File: config.mk
export PLATFORM = sky130hd
export DESIGN_NAME = scuh_sys_ctrl
export DESIGN_NICKNAME = d
export VERILOG_FILES = /design/src/hw/scuh_pkg.sv /design/src/hw/scuh_sys_ctrl.sv /design/src/hw/scuh_socket_ctrl.sv
export SDC_FILE = /design/constraint.sdc
export NUM_CORES = 1
export LEC_CHECK = 0
export BUFFER_PORTS_ARGS = -buffer_cell sky130_fd_sc_hd__buf_2
export CORE_MARGIN = 3
export CORE_UTILIZATION = 47
export DETAILED_ROUTE_END_ITERATION = 12
export GPL_ROUTABILITY_DRIVEN = 0
export GPL_TIMING_DRIVEN = 0
export PLACE_DENSITY = 0.79
export SKIP_CTS_REPAIR_TIMING = 1
export SYNTH_ARGS = -nofsm -noshare
export SYNTH_HDL_FRONTEND = slang
export SYNTH_SLANG_ARGS = --single-unit
File: constraint.sdc
create_clock -name mclk -period 2.1 [get_ports mclk]
set_input_delay 0.42 -clock mclk [delete_from_list [all_inputs] [get_ports mclk]]
set_output_delay 0.42 -clock mclk [all_outputs]
set_load 0.02 [all_outputs]
File: src/hw/scuh_pkg.sv
// Package with offsets, field positions, reset values and timing counts of the system control upper half
package scuh_pkg;

    // Configuration space location of the doubleword register
    localparam logic [7:0]  SCUH_SYSCTL_OFFSET   = 8'h80;

    // Field positions within the 32-bit doubleword
    localparam int unsigned SCUH_ROT_LSB         = 30;   // Slot rotation, two bits
    localparam int unsigned SCUH_MERGE_BIT       = 29;
    localparam int unsigned SCUH_RSVD28_BIT      = 28;
    localparam int unsigned SCUH_CLKSEL_BIT      = 27;
    localparam int unsigned SCUH_ROUTE_BIT       = 26;
    localparam int unsigned SCUH_FLAG_BIT        = 25;
    localparam int unsigned SCUH_IRQEN_BIT       = 24;
    localparam int unsigned SCUH_RSVD23_BIT      = 23;
    localparam int unsigned SCUH_SPARE_BIT       = 22;
    localparam int unsigned SCUH_PROT_BIT        = 21;
    localparam int unsigned SCUH_RSVD20_BIT      = 20;
    localparam int unsigned SCUH_DREQEN_BIT      = 19;
    localparam int unsigned SCUH_CHAN_LSB        = 16;   // DMA channel, three bits
    localparam int unsigned SCUH_HALF_LSB        = 16;   // Upper half starts here

    // Reset value of the upper half (bits 31..16)
    localparam logic [15:0] SCUH_UPPER_RESET     = 16'h0044;
    localparam logic [1:0]  SCUH_ROT_RESET       = 2'h0;
    localparam logic [2:0]  SCUH_CHAN_RESET      = 3'h4;

    // DMA channel encodings
    localparam logic [2:0]  SCUH_CHAN_PCI_MASTER = 3'h4;
    localparam logic [2:0]  SCUH_CHAN_WIDE_MIN   = 3'h5;

    // Switch clock generation from the 50 MHz clock
    localparam int unsigned SCUH_MCLK_PERIOD_NS  = 20;
    localparam int unsigned SCUH_SWCLK_HALF_NS   = 500;
    localparam int unsigned SCUH_SWCLK_HALF_CYC  = (SCUH_SWCLK_HALF_NS / SCUH_MCLK_PERIOD_NS < 1) ? 1 :
                                                   SCUH_SWCLK_HALF_NS / SCUH_MCLK_PERIOD_NS;
    localparam logic [7:0]  SCUH_SWCLK_HALF_LAST = 8'(SCUH_SWCLK_HALF_CYC - 1);

endpackage

File: src/hw/scuh_sys_ctrl.sv
// System control upper half: config access, global fields and two socket copies
`timescale 1ns/10ps
module scuh_sys_ctrl
    import scuh_pkg::*;
(
    input  wire logic        mclk,              // 50 MHz configuration clock
    input  wire logic        rst_n,             // Synchronous reset, active low
    input  wire logic        cfgWrite,          // Pulse: config write
    input  wire logic        cfgRead,           // Pulse: config read
    input  wire logic        cfgFunc,           // Function number, 0 or 1
    input  wire logic [7:0]  cfgAddr,           // Doubleword byte offset
    input  wire logic [3:0]  cfgBe,             // Byte enables
    input  wire logic [31:0] cfgWdata,          // Write data
    output logic      [31:0] cfgRdata,          // Read data, registered
    output logic             cfgRdValid,        // Pulse: read data valid
    input  wire logic        funcAIrq,          // Function 0 interrupt level
    input  wire logic        funcBIrq,          // Function 1 interrupt level
    output logic      [3:0]  slotIrq,           // Serial slots A..D, registered
    input  wire logic        switchClockIn,     // Switch clock pin input
    output logic             switchClockOut,    // Switch clock pin output
    output logic             switchClockOe,     // Switch clock pin output enable
    output logic             switchClock,       // Switch clock level in use
    input  wire logic [1:0]  socketPowerWrite,  // Pulse per socket: power written
    output logic             powerIrq2,         // Power-write interrupt on IRQ2
    output logic      [1:0]  cardStatusIrq,     // Power-write as card-status interrupt
    input  wire logic [1:0]  cardPresent,       // Card-bus card present pins
    output logic      [1:0]  spareOut,          // Spare terminal output level
    output logic      [1:0]  spareOe,           // Spare terminal output enable
    output logic      [1:0]  supplyProtectEn,   // Supply protection per socket
    input  wire logic [1:0]  cardDreq,          // Selected card DMA request pins
    output logic      [1:0]  dmaRequest,        // Gated DMA requests
    output logic      [5:0]  dmaChannel         // Channels, socket 1 in bits 5:3
);

    localparam int unsigned ROT   = SCUH_ROT_LSB - SCUH_HALF_LSB;
    localparam int unsigned MRG   = SCUH_MERGE_BIT - SCUH_HALF_LSB;
    localparam int unsigned CSEL  = SCUH_CLKSEL_BIT - SCUH_HALF_LSB;
    localparam int unsigned RTE   = SCUH_ROUTE_BIT - SCUH_HALF_LSB;
    localparam int unsigned IEN   = SCUH_IRQEN_BIT - SCUH_HALF_LSB;

    // Global fields: one copy shared by both functions
    logic [1:0]  rot_q;          // Slot rotation
    logic        merge_q;        // Merge function interrupts
    logic        clkSel_q;       // Switch clock source select
    logic        route_q;        // Power-write interrupt route
    logic        irqEn_q;        // Power-write interrupt enable

    // Synchronisers for pins
    logic        swClkMeta_q;    // First stage, read only by second
    logic        swClkSync_q;    // Second stage
    logic [1:0]  presMeta_q;     // First stage, read only by second
    logic [1:0]  presSync_q;     // Second stage
    logic [1:0]  dreqMeta_q;     // First stage, read only by second
    logic [1:0]  dreqSync_q;     // Second stage

    // Switch clock divider
    logic [7:0]  divCnt_q;       // Half-period counter
    logic        divClk_q;       // Divided clock level

    // Access decode
    logic        regHit;         // Access targets the register
    logic        wrHit;          // Write to the register
    logic [1:0]  sockWr;         // Write steered to socket copy
    logic [1:0]  upperBe;        // Byte enables of bytes 3 and 2
    logic [15:0] upperWr;        // Upper half of write data
    logic [15:0] globalRd;       // Global fields in upper-half layout
    logic [15:0] sockRd [2];     // Socket fields per function
    logic [1:0]  sockIrq;        // Per-socket active interrupt
    logic [3:0]  slotNext;       // Slot pattern before the flop

    assign regHit  = (cfgAddr == SCUH_SYSCTL_OFFSET);
    assign wrHit   = cfgWrite & regHit;
    assign upperBe = cfgBe[3:2];
    assign upperWr = cfgWdata[31:16];
    assign sockWr  = {wrHit & cfgFunc, wrHit & ~cfgFunc};

    // Global fields: function 1 writes are dropped so one copy stays coherent
    always_ff @(posedge mclk) begin
        if (!rst_n) begin
            rot_q    <= SCUH_ROT_RESET;
            merge_q  <= SCUH_UPPER_RESET[MRG];
            clkSel_q <= SCUH_UPPER_RESET[CSEL];
            route_q  <= SCUH_UPPER_RESET[RTE];
            irqEn_q  <= SCUH_UPPER_RESET[IEN];
        end else if (wrHit && !cfgFunc && upperBe[1]) begin
            rot_q    <= upperWr[ROT +: 2];
            merge_q  <= upperWr[MRG];
            clkSel_q <= upperWr[CSEL];
            route_q  <= upperWr[RTE];
            irqEn_q  <= upperWr[IEN];
        end
    end

    // Global read image; bits 28, 23 and 20 are absent and read zero
    always_comb begin
        globalRd           = '0;
        globalRd[ROT +: 2] = rot_q;
        globalRd[MRG]      = merge_q;
        globalRd[CSEL]     = clkSel_q;
        globalRd[RTE]      = route_q;
        globalRd[IEN]      = irqEn_q;
    end

    // Read port: one cycle latency, lower half and other offsets read zero
    always_ff @(posedge mclk) begin
        if (!rst_n) begin
            cfgRdata   <= 32'h0000_0000;
            cfgRdValid <= 1'b0;
        end else begin
            cfgRdValid <= cfgRead;
            if (cfgRead && regHit) begin
                cfgRdata <= {globalRd | sockRd[cfgFunc], 16'h0000};
            end else if (cfgRead) begin
                cfgRdata <= 32'h0000_0000;
            end
        end
    end

    // Pin synchronisers: two flops each before any logic looks
    always_ff @(posedge mclk) begin
        if (!rst_n) begin
            swClkMeta_q <= 1'b0;
            swClkSync_q <= 1'b0;
            presMeta_q  <= 2'b00;
            presSync_q  <= 2'b00;
            dreqMeta_q  <= 2'b00;
            dreqSync_q  <= 2'b00;
        end else begin
            swClkMeta_q <= switchClockIn;
            swClkSync_q <= swClkMeta_q;
            presMeta_q  <= cardPresent;
            presSync_q  <= presMeta_q;
            dreqMeta_q  <= cardDreq;
            dreqSync_q  <= dreqMeta_q;
        end
    end

    // Divider: free-running so the driven clock is ready the moment it is selected
    always_ff @(posedge mclk) begin
        if (!rst_n) begin
            divCnt_q <= 8'h00;
            divClk_q <= 1'b0;
        end else if (divCnt_q == SCUH_SWCLK_HALF_LAST) begin
            divCnt_q <= 8'h00;
            divClk_q <= ~divClk_q;
        end else begin
            divCnt_q <= divCnt_q + 8'h01;
        end
    end

    // Clock in use: the external pin must serve during suspend, software keeps select low then
    always_ff @(posedge mclk) begin
        if (!rst_n) begin
            switchClock <= 1'b0;
        end else begin
            switchClock <= clkSel_q ? divClk_q : swClkSync_q;
        end
    end

    assign switchClockOut = divClk_q;
    assign switchClockOe  = clkSel_q;

    // Slot mapping: function A lands on slot rot, B on the next one, or both on slot rot when merged
    function automatic logic [3:0] slot_map(input logic [1:0] rot, input logic merge,
                                            input logic a, input logic b);
        logic [3:0] base;
        base = merge ? {3'b000, a | b} : {2'b00, b, a};
        return (4'({base, base} << rot) | 4'(({base, base} << rot) >> 4));
    endfunction

    assign slotNext = slot_map(rot_q, merge_q, funcAIrq, funcBIrq);

    always_ff @(posedge mclk) begin
        if (!rst_n) begin
            slotIrq <= 4'h0;
        end else begin
            slotIrq <= slotNext;
        end
    end

    // Two socket copies of the socket-dependent fields
    for (genvar s = 0; s < 2; s++) begin : g_sock
        scuh_socket_ctrl u_sock (
            .mclk            (mclk),
            .rst_n           (rst_n),
            .wrHit           (sockWr[s]),
            .wrBe            (upperBe),
            .wrData          (upperWr),
            .powerWrite      (socketPowerWrite[s]),
            .irqEnable       (irqEn_q),
            .cardPresent     (presSync_q[s]),
            .cardDreq        (dreqSync_q[s]),
            .fieldsRd        (sockRd[s]),
            .irqActive       (sockIrq[s]),
            .spareOe         (spareOe[s]),
            .supplyProtectEn (supplyProtectEn[s]),
            .dmaRequest      (dmaRequest[s]),
            .dmaChannel      (dmaChannel[3*s +: 3])
        );
    end

    // Routing of the power-write interrupt, held as long as flag and enable stand
    assign powerIrq2     = |sockIrq & ~route_q;
    assign cardStatusIrq = sockIrq & {2{route_q}};
    assign spareOut      = 2'b00;

    a_slot_rotate: assert property (@(posedge mclk) disable iff (!rst_n)
        ##1 slotIrq == slot_map($past(rot_q), $past(merge_q), $past(funcAIrq), $past(funcBIrq)))
        else $error("slot pattern does not follow rotation");
    a_merge_tie: assert property (@(posedge mclk) disable iff (!rst_n)
        (merge_q && rot_q == 2'h0 && funcBIrq && !funcAIrq) |=> slotIrq == 4'h1)
        else $error("merged interrupt not on slot A");
    a_rsvd_zero: assert property (@(posedge mclk) disable iff (!rst_n)
        cfgRdValid |-> (cfgRdata[SCUH_RSVD28_BIT] == 1'b0 && cfgRdata[SCUH_RSVD20_BIT] == 1'b0))
        else $error("reserved bit read nonzero");
    a_clock_out: assert property (@(posedge mclk) disable iff (!rst_n)
        (switchClockOe == clkSel_q) and (clkSel_q ##1 clkSel_q |-> switchClock == $past(divClk_q)))
        else $error("switch clock source wrong");
    a_route_irq2: assert property (@(posedge mclk) disable iff (!rst_n)
        (route_q |-> !powerIrq2) and (!route_q |-> cardStatusIrq == 2'b00))
        else $error("power interrupt on wrong route");
    a_global_f1: assert property (@(posedge mclk) disable iff (!rst_n)
        (wrHit && cfgFunc) |=> $stable(rot_q) && $stable(irqEn_q))
        else $error("function 1 write changed global field");
    a_offset_hit: assert property (@(posedge mclk) disable iff (!rst_n)
        (cfgRead && !regHit) |=> cfgRdValid && cfgRdata == 32'h0000_0000)
        else $error("unmapped offset returned data");
    a_irq_enable: assert property (@(posedge mclk) disable iff (!rst_n)
        !irqEn_q |-> (!powerIrq2 && cardStatusIrq == 2'b00))
        else $error("interrupt while disabled");

    c_merge_used:  cover property (@(posedge mclk) disable iff (!rst_n) merge_q && funcBIrq);
    c_irq2_raised: cover property (@(posedge mclk) disable iff (!rst_n) powerIrq2);
    c_clk_driven:  cover property (@(posedge mclk) disable iff (!rst_n) switchClockOe && $rose(divClk_q));
    c_dma_request: cover property (@(posedge mclk) disable iff (!rst_n) |dmaRequest);

endmodule

File: src/hw/scuh_socket_ctrl.sv
// Per-socket copy of the socket-dependent system control fields
`timescale 1ns/10ps
module scuh_socket_ctrl
    import scuh_pkg::*;
(
    input  wire logic        mclk,            // 50 MHz clock
    input  wire logic        rst_n,           // Synchronous reset, active low
    input  wire logic        wrHit,           // Config write to this function at the register
    input  wire logic [1:0]  wrBe,            // Byte enables of bytes 3 and 2
    input  wire logic [15:0] wrData,          // Write data, upper half
    input  wire logic        powerWrite,      // Pulse: software wrote socket power
    input  wire logic        irqEnable,       // Shared power-write interrupt enable
    input  wire logic        cardPresent,     // Synchronised card-bus card present
    input  wire logic        cardDreq,        // Synchronised DMA request of the card
    output logic      [15:0] fieldsRd,        // Socket fields in upper-half layout
    output logic             irqActive,       // Flag and enable both set
    output logic             spareOe,         // Spare terminals driven low
    output logic             supplyProtectEn, // Supply protection active
    output logic             dmaRequest,      // Gated DMA request
    output logic      [2:0]  dmaChannel       // Centralized DMA channel
);

    localparam int unsigned FLAG = SCUH_FLAG_BIT - SCUH_HALF_LSB;
    localparam int unsigned SPR  = SCUH_SPARE_BIT - SCUH_HALF_LSB;
    localparam int unsigned PROT = SCUH_PROT_BIT - SCUH_HALF_LSB;
    localparam int unsigned DREQ = SCUH_DREQEN_BIT - SCUH_HALF_LSB;
    localparam int unsigned CHAN = SCUH_CHAN_LSB - SCUH_HALF_LSB;

    logic       flag_q;      // Power-write interrupt flag
    logic       spare_q;     // Spare terminal drive
    logic       protDis_q;   // Supply protection disable
    logic       dreqEn_q;    // Card DMA request enable
    logic [2:0] chan_q;      // DMA channel
    logic       flagSet;     // Hardware set event
    logic       flagClr;     // Software write-one clear

    assign flagSet = powerWrite & irqEnable;
    assign flagClr = wrHit & wrBe[1] & wrData[FLAG];

    // Flag: set wins over a clear landing in the same cycle, so no event is lost
    always_ff @(posedge mclk) begin
        if (!rst_n) begin
            flag_q <= 1'b0;
        end else begin
            flag_q <= flagSet | (flag_q & ~flagClr);
        end
    end

    // Plain read/write socket fields, byte 2 only
    always_ff @(posedge mclk) begin
        if (!rst_n) begin
            spare_q   <= SCUH_UPPER_RESET[SPR];
            protDis_q <= SCUH_UPPER_RESET[PROT];
            dreqEn_q  <= SCUH_UPPER_RESET[DREQ];
            chan_q    <= SCUH_CHAN_RESET;
        end else if (wrHit && wrBe[0]) begin
            spare_q   <= wrData[SPR];
            protDis_q <= wrData[PROT];
            dreqEn_q  <= wrData[DREQ];
            chan_q    <= wrData[CHAN +: 3];
        end
    end

    // Outputs; reserved positions stay zero
    always_comb begin
        fieldsRd             = '0;
        fieldsRd[FLAG]       = flag_q;
        fieldsRd[SPR]        = spare_q;
        fieldsRd[PROT]       = protDis_q;
        fieldsRd[DREQ]       = dreqEn_q;
        fieldsRd[CHAN +: 3]  = chan_q;
    end

    assign irqActive       = flag_q & irqEnable;
    assign spareOe         = spare_q & cardPresent;
    assign supplyProtectEn = ~protDis_q;
    assign dmaRequest      = dreqEn_q & cardDreq;
    assign dmaChannel      = chan_q;

    a_flag_set_wins: assert property (@(posedge mclk) disable iff (!rst_n)
        flagSet |=> flag_q)
        else $error("power write with enable did not set flag");
    a_flag_clear: assert property (@(posedge mclk) disable iff (!rst_n)
        (flagClr && !flagSet) |=> !flag_q)
        else $error("write one did not clear flag");
    a_irq_follow: assert property (@(posedge mclk) disable iff (!rst_n)
        flagSet ##1 irqEnable |-> irqActive)
        else $error("interrupt not held after flag set");
    a_spare_drive: assert property (@(posedge mclk) disable iff (!rst_n)
        (wrHit && wrBe[0] && !wrData[SPR]) |=> !spareOe)
        else $error("spare terminals driven while disabled");
    a_dma_gate: assert property (@(posedge mclk) disable iff (!rst_n)
        (wrHit && wrBe[0] && !wrData[DREQ]) |=> !dmaRequest)
        else $error("DMA request passed while disabled");
    c_flag_raised: cover property (@(posedge mclk) disable iff (!rst_n) flagSet ##[1:20] flagClr);

endmodule

# Word level (Yosys, flattened, before mapping)
# Cells that the tools add are included.
[totals] ram_bits=0 latchBits=0 out_inout_bits=57 wordCells=81 input_bits=58 register_bits=61 memories=0 mem_bits_ro=0
[classes] n_bitwise=33 n_mul=0 n_reduce_logical=9 mux=7 eq_ne=2 n_div=0 n_lt_le_gt_ge=1 n_addsub=1 shifts=1
[op_table] op="$mux W32" n=2
[op_table] op="$mux W16" n=2
[op_table] op="$and A1 B1 Y1" n=18
[op_table] op="$or A16 B16 Y16" n=1
[op_table] op="$mux W10" n=1
[op_table] op="$add A8 B1 Y8 const B" n=1
[op_table] op="$eq A8 B5 Y1 const B" n=1
[op_table] op="$eq A8 B8 Y1 const B" n=1
[op_table] op="$not A1 Y1" n=8
[op_table] op="$shl A6 B2 Y8" n=1
[op_table] op="$logic_and A1 B1 Y1" n=5
[op_table] op="$or A4 B4 Y4" n=1
[op_table] op="$reduce_or A2 Y1" n=2
[op_table] op="$or A1 B1 Y1" n=3
[op_table] op="$and A2 B2 Y2" n=1
[op_table] op="$ge A2 B2 Y1 const B" n=1
[op_table] op="$mux W2" n=1
[op_table] op="$not A1 Y2" n=1
[op_table] op="$reduce_bool A2 Y1" n=1
[op_table] op="$logic_not A1 Y1" n=1
[op_table] op="$mux W1" n=1

# Longest topological paths before layout
[depth] depth_word=8 depth_mapped=5 mapped_depth_nobuf=5

# Cells and area by module
# Synthesis repeated with hierarchy kept, for this count alone.
[hier_totals] cells_unflattened=336 hier_area_um2=3069.2
[by_module_without_submodules] module="scuh_sys_ctrl" cells_per_inst=232 seq_area_each_um2=940.9 n_inst=1 area_each_um2=2153.3
[by_module_without_submodules] module="scuh_socket_ctrl" cells_per_inst=52 seq_area_each_um2=140.1 n_inst=2 area_each_um2=457.9

# Worst setup path after synthesis
# No wires, ideal clock.
[synth_timing] path_kind="flip-flop to flip-flop" from="register divCnt_q[0]" to="register divClk_q (netlist: switchClockOut)" slack_ps=559 t_required_ps=2030 synth_period_minus_slack_ps=1541 setup_time_ps=70 stages_incl_launch_ff=6 path_buffers=0 arrival_ps=1470 cell_sequence="dfxtp_1 inv_1 ha_1 or3b_4 or4b_1 a21oi_1"
[synth_via] elab_chain_cells=1
[synth_lines] element="start: declaration" line="scuh_sys_ctrl.sv:57" text="logic [7:0] divCnt_q;"
[synth_lines] element="start signal: assignment" line="scuh_sys_ctrl.sv:147" text="divCnt_q <= divCnt_q + 8'h01;"
[synth_lines] element="$eq A8 B5 Y1" line="scuh_sys_ctrl.sv:143" text="end else if (divCnt_q == SCUH_SWCLK_HALF_LAST) begin"
[synth_lines] element="end signal: assignment" line="scuh_sys_ctrl.sv:145" text="divClk_q <= ~divClk_q;"
[synth_lines] element="end: declaration" line="scuh_sys_ctrl.sv:58" text="logic divClk_q;"
# Every way passes these cells.
# A chain may end at the register's enable or synchronous reset.

# Worst setup path in the final report
[layout_timing] from="register irqEn_q" to="output powerIrq2"
[layout_via] elab_chain_cells=3 elab_cells_between_ends=4 classes_between="bitwise (3); reduce/logical (1)"
[layout_lines] element="start: declaration" line="scuh_sys_ctrl.sv:46" text="logic irqEn_q;"
[layout_lines] element="start signal: assignment" line="scuh_sys_ctrl.sv:84" text="irqEn_q <= SCUH_UPPER_RESET[IEN];"
[layout_lines] element="start signal: assignment" line="scuh_sys_ctrl.sv:90" text="irqEn_q <= upperWr[IEN];"
[layout_lines] element="$and A1 B1 Y1" line="scuh_socket_ctrl.sv:74" text="assign irqActive = flag_q & irqEnable;"
[layout_lines] element="$reduce_or A2 Y1 *" line="scuh_sys_ctrl.sv:203" text="assign powerIrq2 = |sockIrq & ~route_q;"
[layout_lines] element="$and A1 B1 Y1 *" line="scuh_sys_ctrl.sv:203"
[layout_lines] element="end: declaration" line="scuh_sys_ctrl.sv:24" text="output logic powerIrq2,"
# Every way passes the cells marked *; elsewhere a longest branch is shown, timed or not.

==> run_results.csv <==
group,metric,value,unit
outcome,outcome,"completed",
setup_path,rr_worst_depth,5,
setup_path,crit_buf_inv,2,
clocking,clk_latency,0.34,ns
timing,setup_tns,0,ns
run,maxCapViolCount,0,
power,p_per_area,741,nW/µm²
timing,slew_headroom,0.645,
power,p_leak,1.63,nW
drt,viasPerCell,4.71,
timing,fin_crit,1.84,ns
grt,grt_start_max_net_pins,11,
cells_and_area,nets,442,
synthesis,synth_cell_types,42,
timing,post-route-period-util,0.876,
cells_and_area,final_cell_mix,"buf_2, dfxtp_1, nand2_1, buf_4",
setup_path,worstSetupStartpointType,"flip-flop",
timing,hold_viol,0,
die,io_pins,115,
timing,fmax,544,MHz
clocking,cts_buffers,9,
clocking,htreeDepth,3,
drt,drc,0,
timing,skew,0.00504,ns
hold_path,hp-start,"cardPresent[1]",
grt,antenna_found_initial,0,
synthesis,ys_seq_area_frac,0.444,
grt,grt_first_pass_wirelength,9.23,mm
setup_path,crit_path_max_fanout,9,
synthesis,ys_warn_count,0,
die,fp-row-count,26,
clocking,cts_buffer_depth,2,
drt,ant_nets,0,
die,die_h,80.6,µm
setup_path,crit_type,"flip-flop to primary output",
setup_path,ff2ff_setup_slack,0.46,ns
hold_path,whs_path_depth,2,
cells_and_area,n_antenna_cell,0,
drt,vias,2152,
grt,groute.usage.overall,0.188,
cells_and_area,post-route-util,0.639,
timing,maxSlewViolCount,0,
setup_path,path_cells,"clkbuf_1 > nor3b_1 > buf_2",
die,initial_core_util,0.499,
synthesis,postSynthAreaPerCell,9.30,µm²
cells_and_area,area_growth,28.0,%
power,ir_worst_vdd,0.000569,V
synthesis,synthesis.area,2610,µm²
synthesis,synth-seq-cells,58,
synthesis,synth_top_flop_cell,"dfxtp_1",
die,die_area,6490,µm²
drt,drt_first_pass_iters,4,
setup_path,reg2reg_from,"divCnt_q[0]",
clocking,cts_tree,"yes",
synthesis,synthArstFlopShare,0,
clocking,clk_pin_slew,0.07,ns
placed_design,io_buffer_count,70,
setup_path,rr_endpoint,"switchClockOut",
drt,drtIter0Drc,111,
setup_path,slowest_stage,"dfxtp_1",
setup_path,cp_slowest_stage_delay,0.31,ns
setup_path,crit_path_end_kind,"primary output",
timing,tightest_slew,0.532,ns
grt,grt_pass1_vias,2029,
timing,setup_viol,0,
cells_and_area,drive_gt1_frac,0.333,
clocking,clockRootBuffer,"clkbuf_8",
grt,grt-ovfl-total,0,
placed_design,dp_hpwl,4.24,mm
setup_path,cp_top_family,"buffers and inverters",
setup_path,critPathRequiredTime,1.68,ns
synthesis,synthCells,281,
drt,routed_wirelength,5.61,mm
hold_path,holdPathEnd,"presMeta_q[1]",
hold_path,hold_path.class,"input port to flip-flop",
drt,routedWlPerCell,12.3,µm
timing,rsz0062_at_grt,"false",
cells_and_area,final_common_cell,"buf_2",
setup_path,crit_arrival,1.42,ns
die,dieWidth,80.6,µm
die,core_area,5240,µm²
clocking,cts.sinks,58,
synthesis,synth_enable_flop_cells,0,
worst register-to-register path: cells and delay by family (launching register included):
kind / cells / cell delay, ns
AOI/OAI and AO/OA: 1 / 0.14
buffers and inverters: 1 / 0.08
adders and majority gates: 1 / 0.13
DFF: 1 / 0.35
and+or+nand+nor: 2 / 0.87
how the worst max path moves through the flow:
stage	startpoint	cells past startpoint	endpoint	slack (ns)
2_1_floorplan	divCnt_q[0]	5	switchClockOut	0.56
4_1_cts	irqEn_q	3	powerIrq2	0.28
3_5_place_dp	cfgAddr[6]	4	g_sock[1].u_sock.dreqEn_q	0.32
3_3_place_gp	cfgAddr[6]	4	g_sock[0].u_sock.dmaChannel[0]	0.34
5_1_grt	irqEn_q	3	powerIrq2	0.19
6_report	irqEn_q	3	powerIrq2	0.26
layer usage:
metal,share of wire,global-route usage,wire [µm]
met2,0.50,0.324,2810
met3,0.074,0.0605,415
met1,0.41,0.209,2290
met5,0,0,0
met4,0.018,0.0828,100
where the power goes:
group	total (mW)	internal, mW	switching [mW]
Sequential	1.13	1.12	0.00844
Clock	1.14	0.696	0.442
Combinational	0.214	0.0924	0.122
through the flow:
step | hold WS, ns | total power [mW] | std cells | setup WS [ns] | instance area [µm²]
after global routing | 0.286 | 2.57 | 457 | 0.190 | 3340
after detailed placement | 0.432 | 1.36 | 441 | 0.321 | 3130
after CTS | 0.269 | 2.50 | 457 | 0.277 | 3340
after global placement | 0.413 | 1.36 | 441 | 0.340 | 3130
after floorplan | 0.412 | 1.30 | 301 | 0.559 | 2690
final | 0.279 | 2.48 | 457 | 0.261 | 3340
flip-flops by register name, summed over array words and instances, names as in the netlist, 2 cells and up:
name	cells
cfgRdata	13
divCnt_q	8
g_sock.u_sock.dmaChannel	6
slotIrq	4
dreqMeta_q	2
dreqSync_q	2
g_sock.u_sock.dreqEn_q	2
g_sock.u_sock.flag_q	2
g_sock.u_sock.protDis_q	2
g_sock.u_sock.spare_q	2
presMeta_q	2
presSync_q	2
rot_q	2
kinds of logic (layout without fill, tap and decap cells):
kind of cell    after synthesis  in the layout  synth area share
xor+xnor                      3              3            0.0101
mux                          26             26             0.103
other cells                   1             21           0.00144
simple gates                111            111             0.247
compound gates               31             31            0.0742
buf+inv                      49            135             0.111
flops                        58             58             0.444
fa+ha+maj                     2              2           0.00958
synth_stat cells (2+ instances only):
library cell  instances  area [µm²]
xor2_1                2        17.5
nand2_1              29         109
dfxtp_1              58        1160
or3_1                 3        18.8
mux2i_1              19         190
a21oi_1              21         105
ha_1                  2        25.0
mux2_2                7        78.8
clkbuf_1              9        33.8
o21ai_0               3        15.0
nand4_1              14        87.6
buf_2                 3        15.0
nor3b_1               2        15.0
and3_1                2        12.5
nor2_1               17        63.8
and2_1               16         100
buf_4                27         203
inv_1                 8        30.0
nand3_1               4        20.0
nand2b_1             13        81.3
layout make-up:
cell class	count	area [µm²]
tap	70	87.6
sequential	58	1160
buffer	40	255
inverter	9	33.8
timing repair buffer	70	350
multi-input combinational	194	1240
clock inverter	5	77.6
fill	462	1890
clock buffer	11	141
Note: power is estimated with default switching activity, not from simulation.
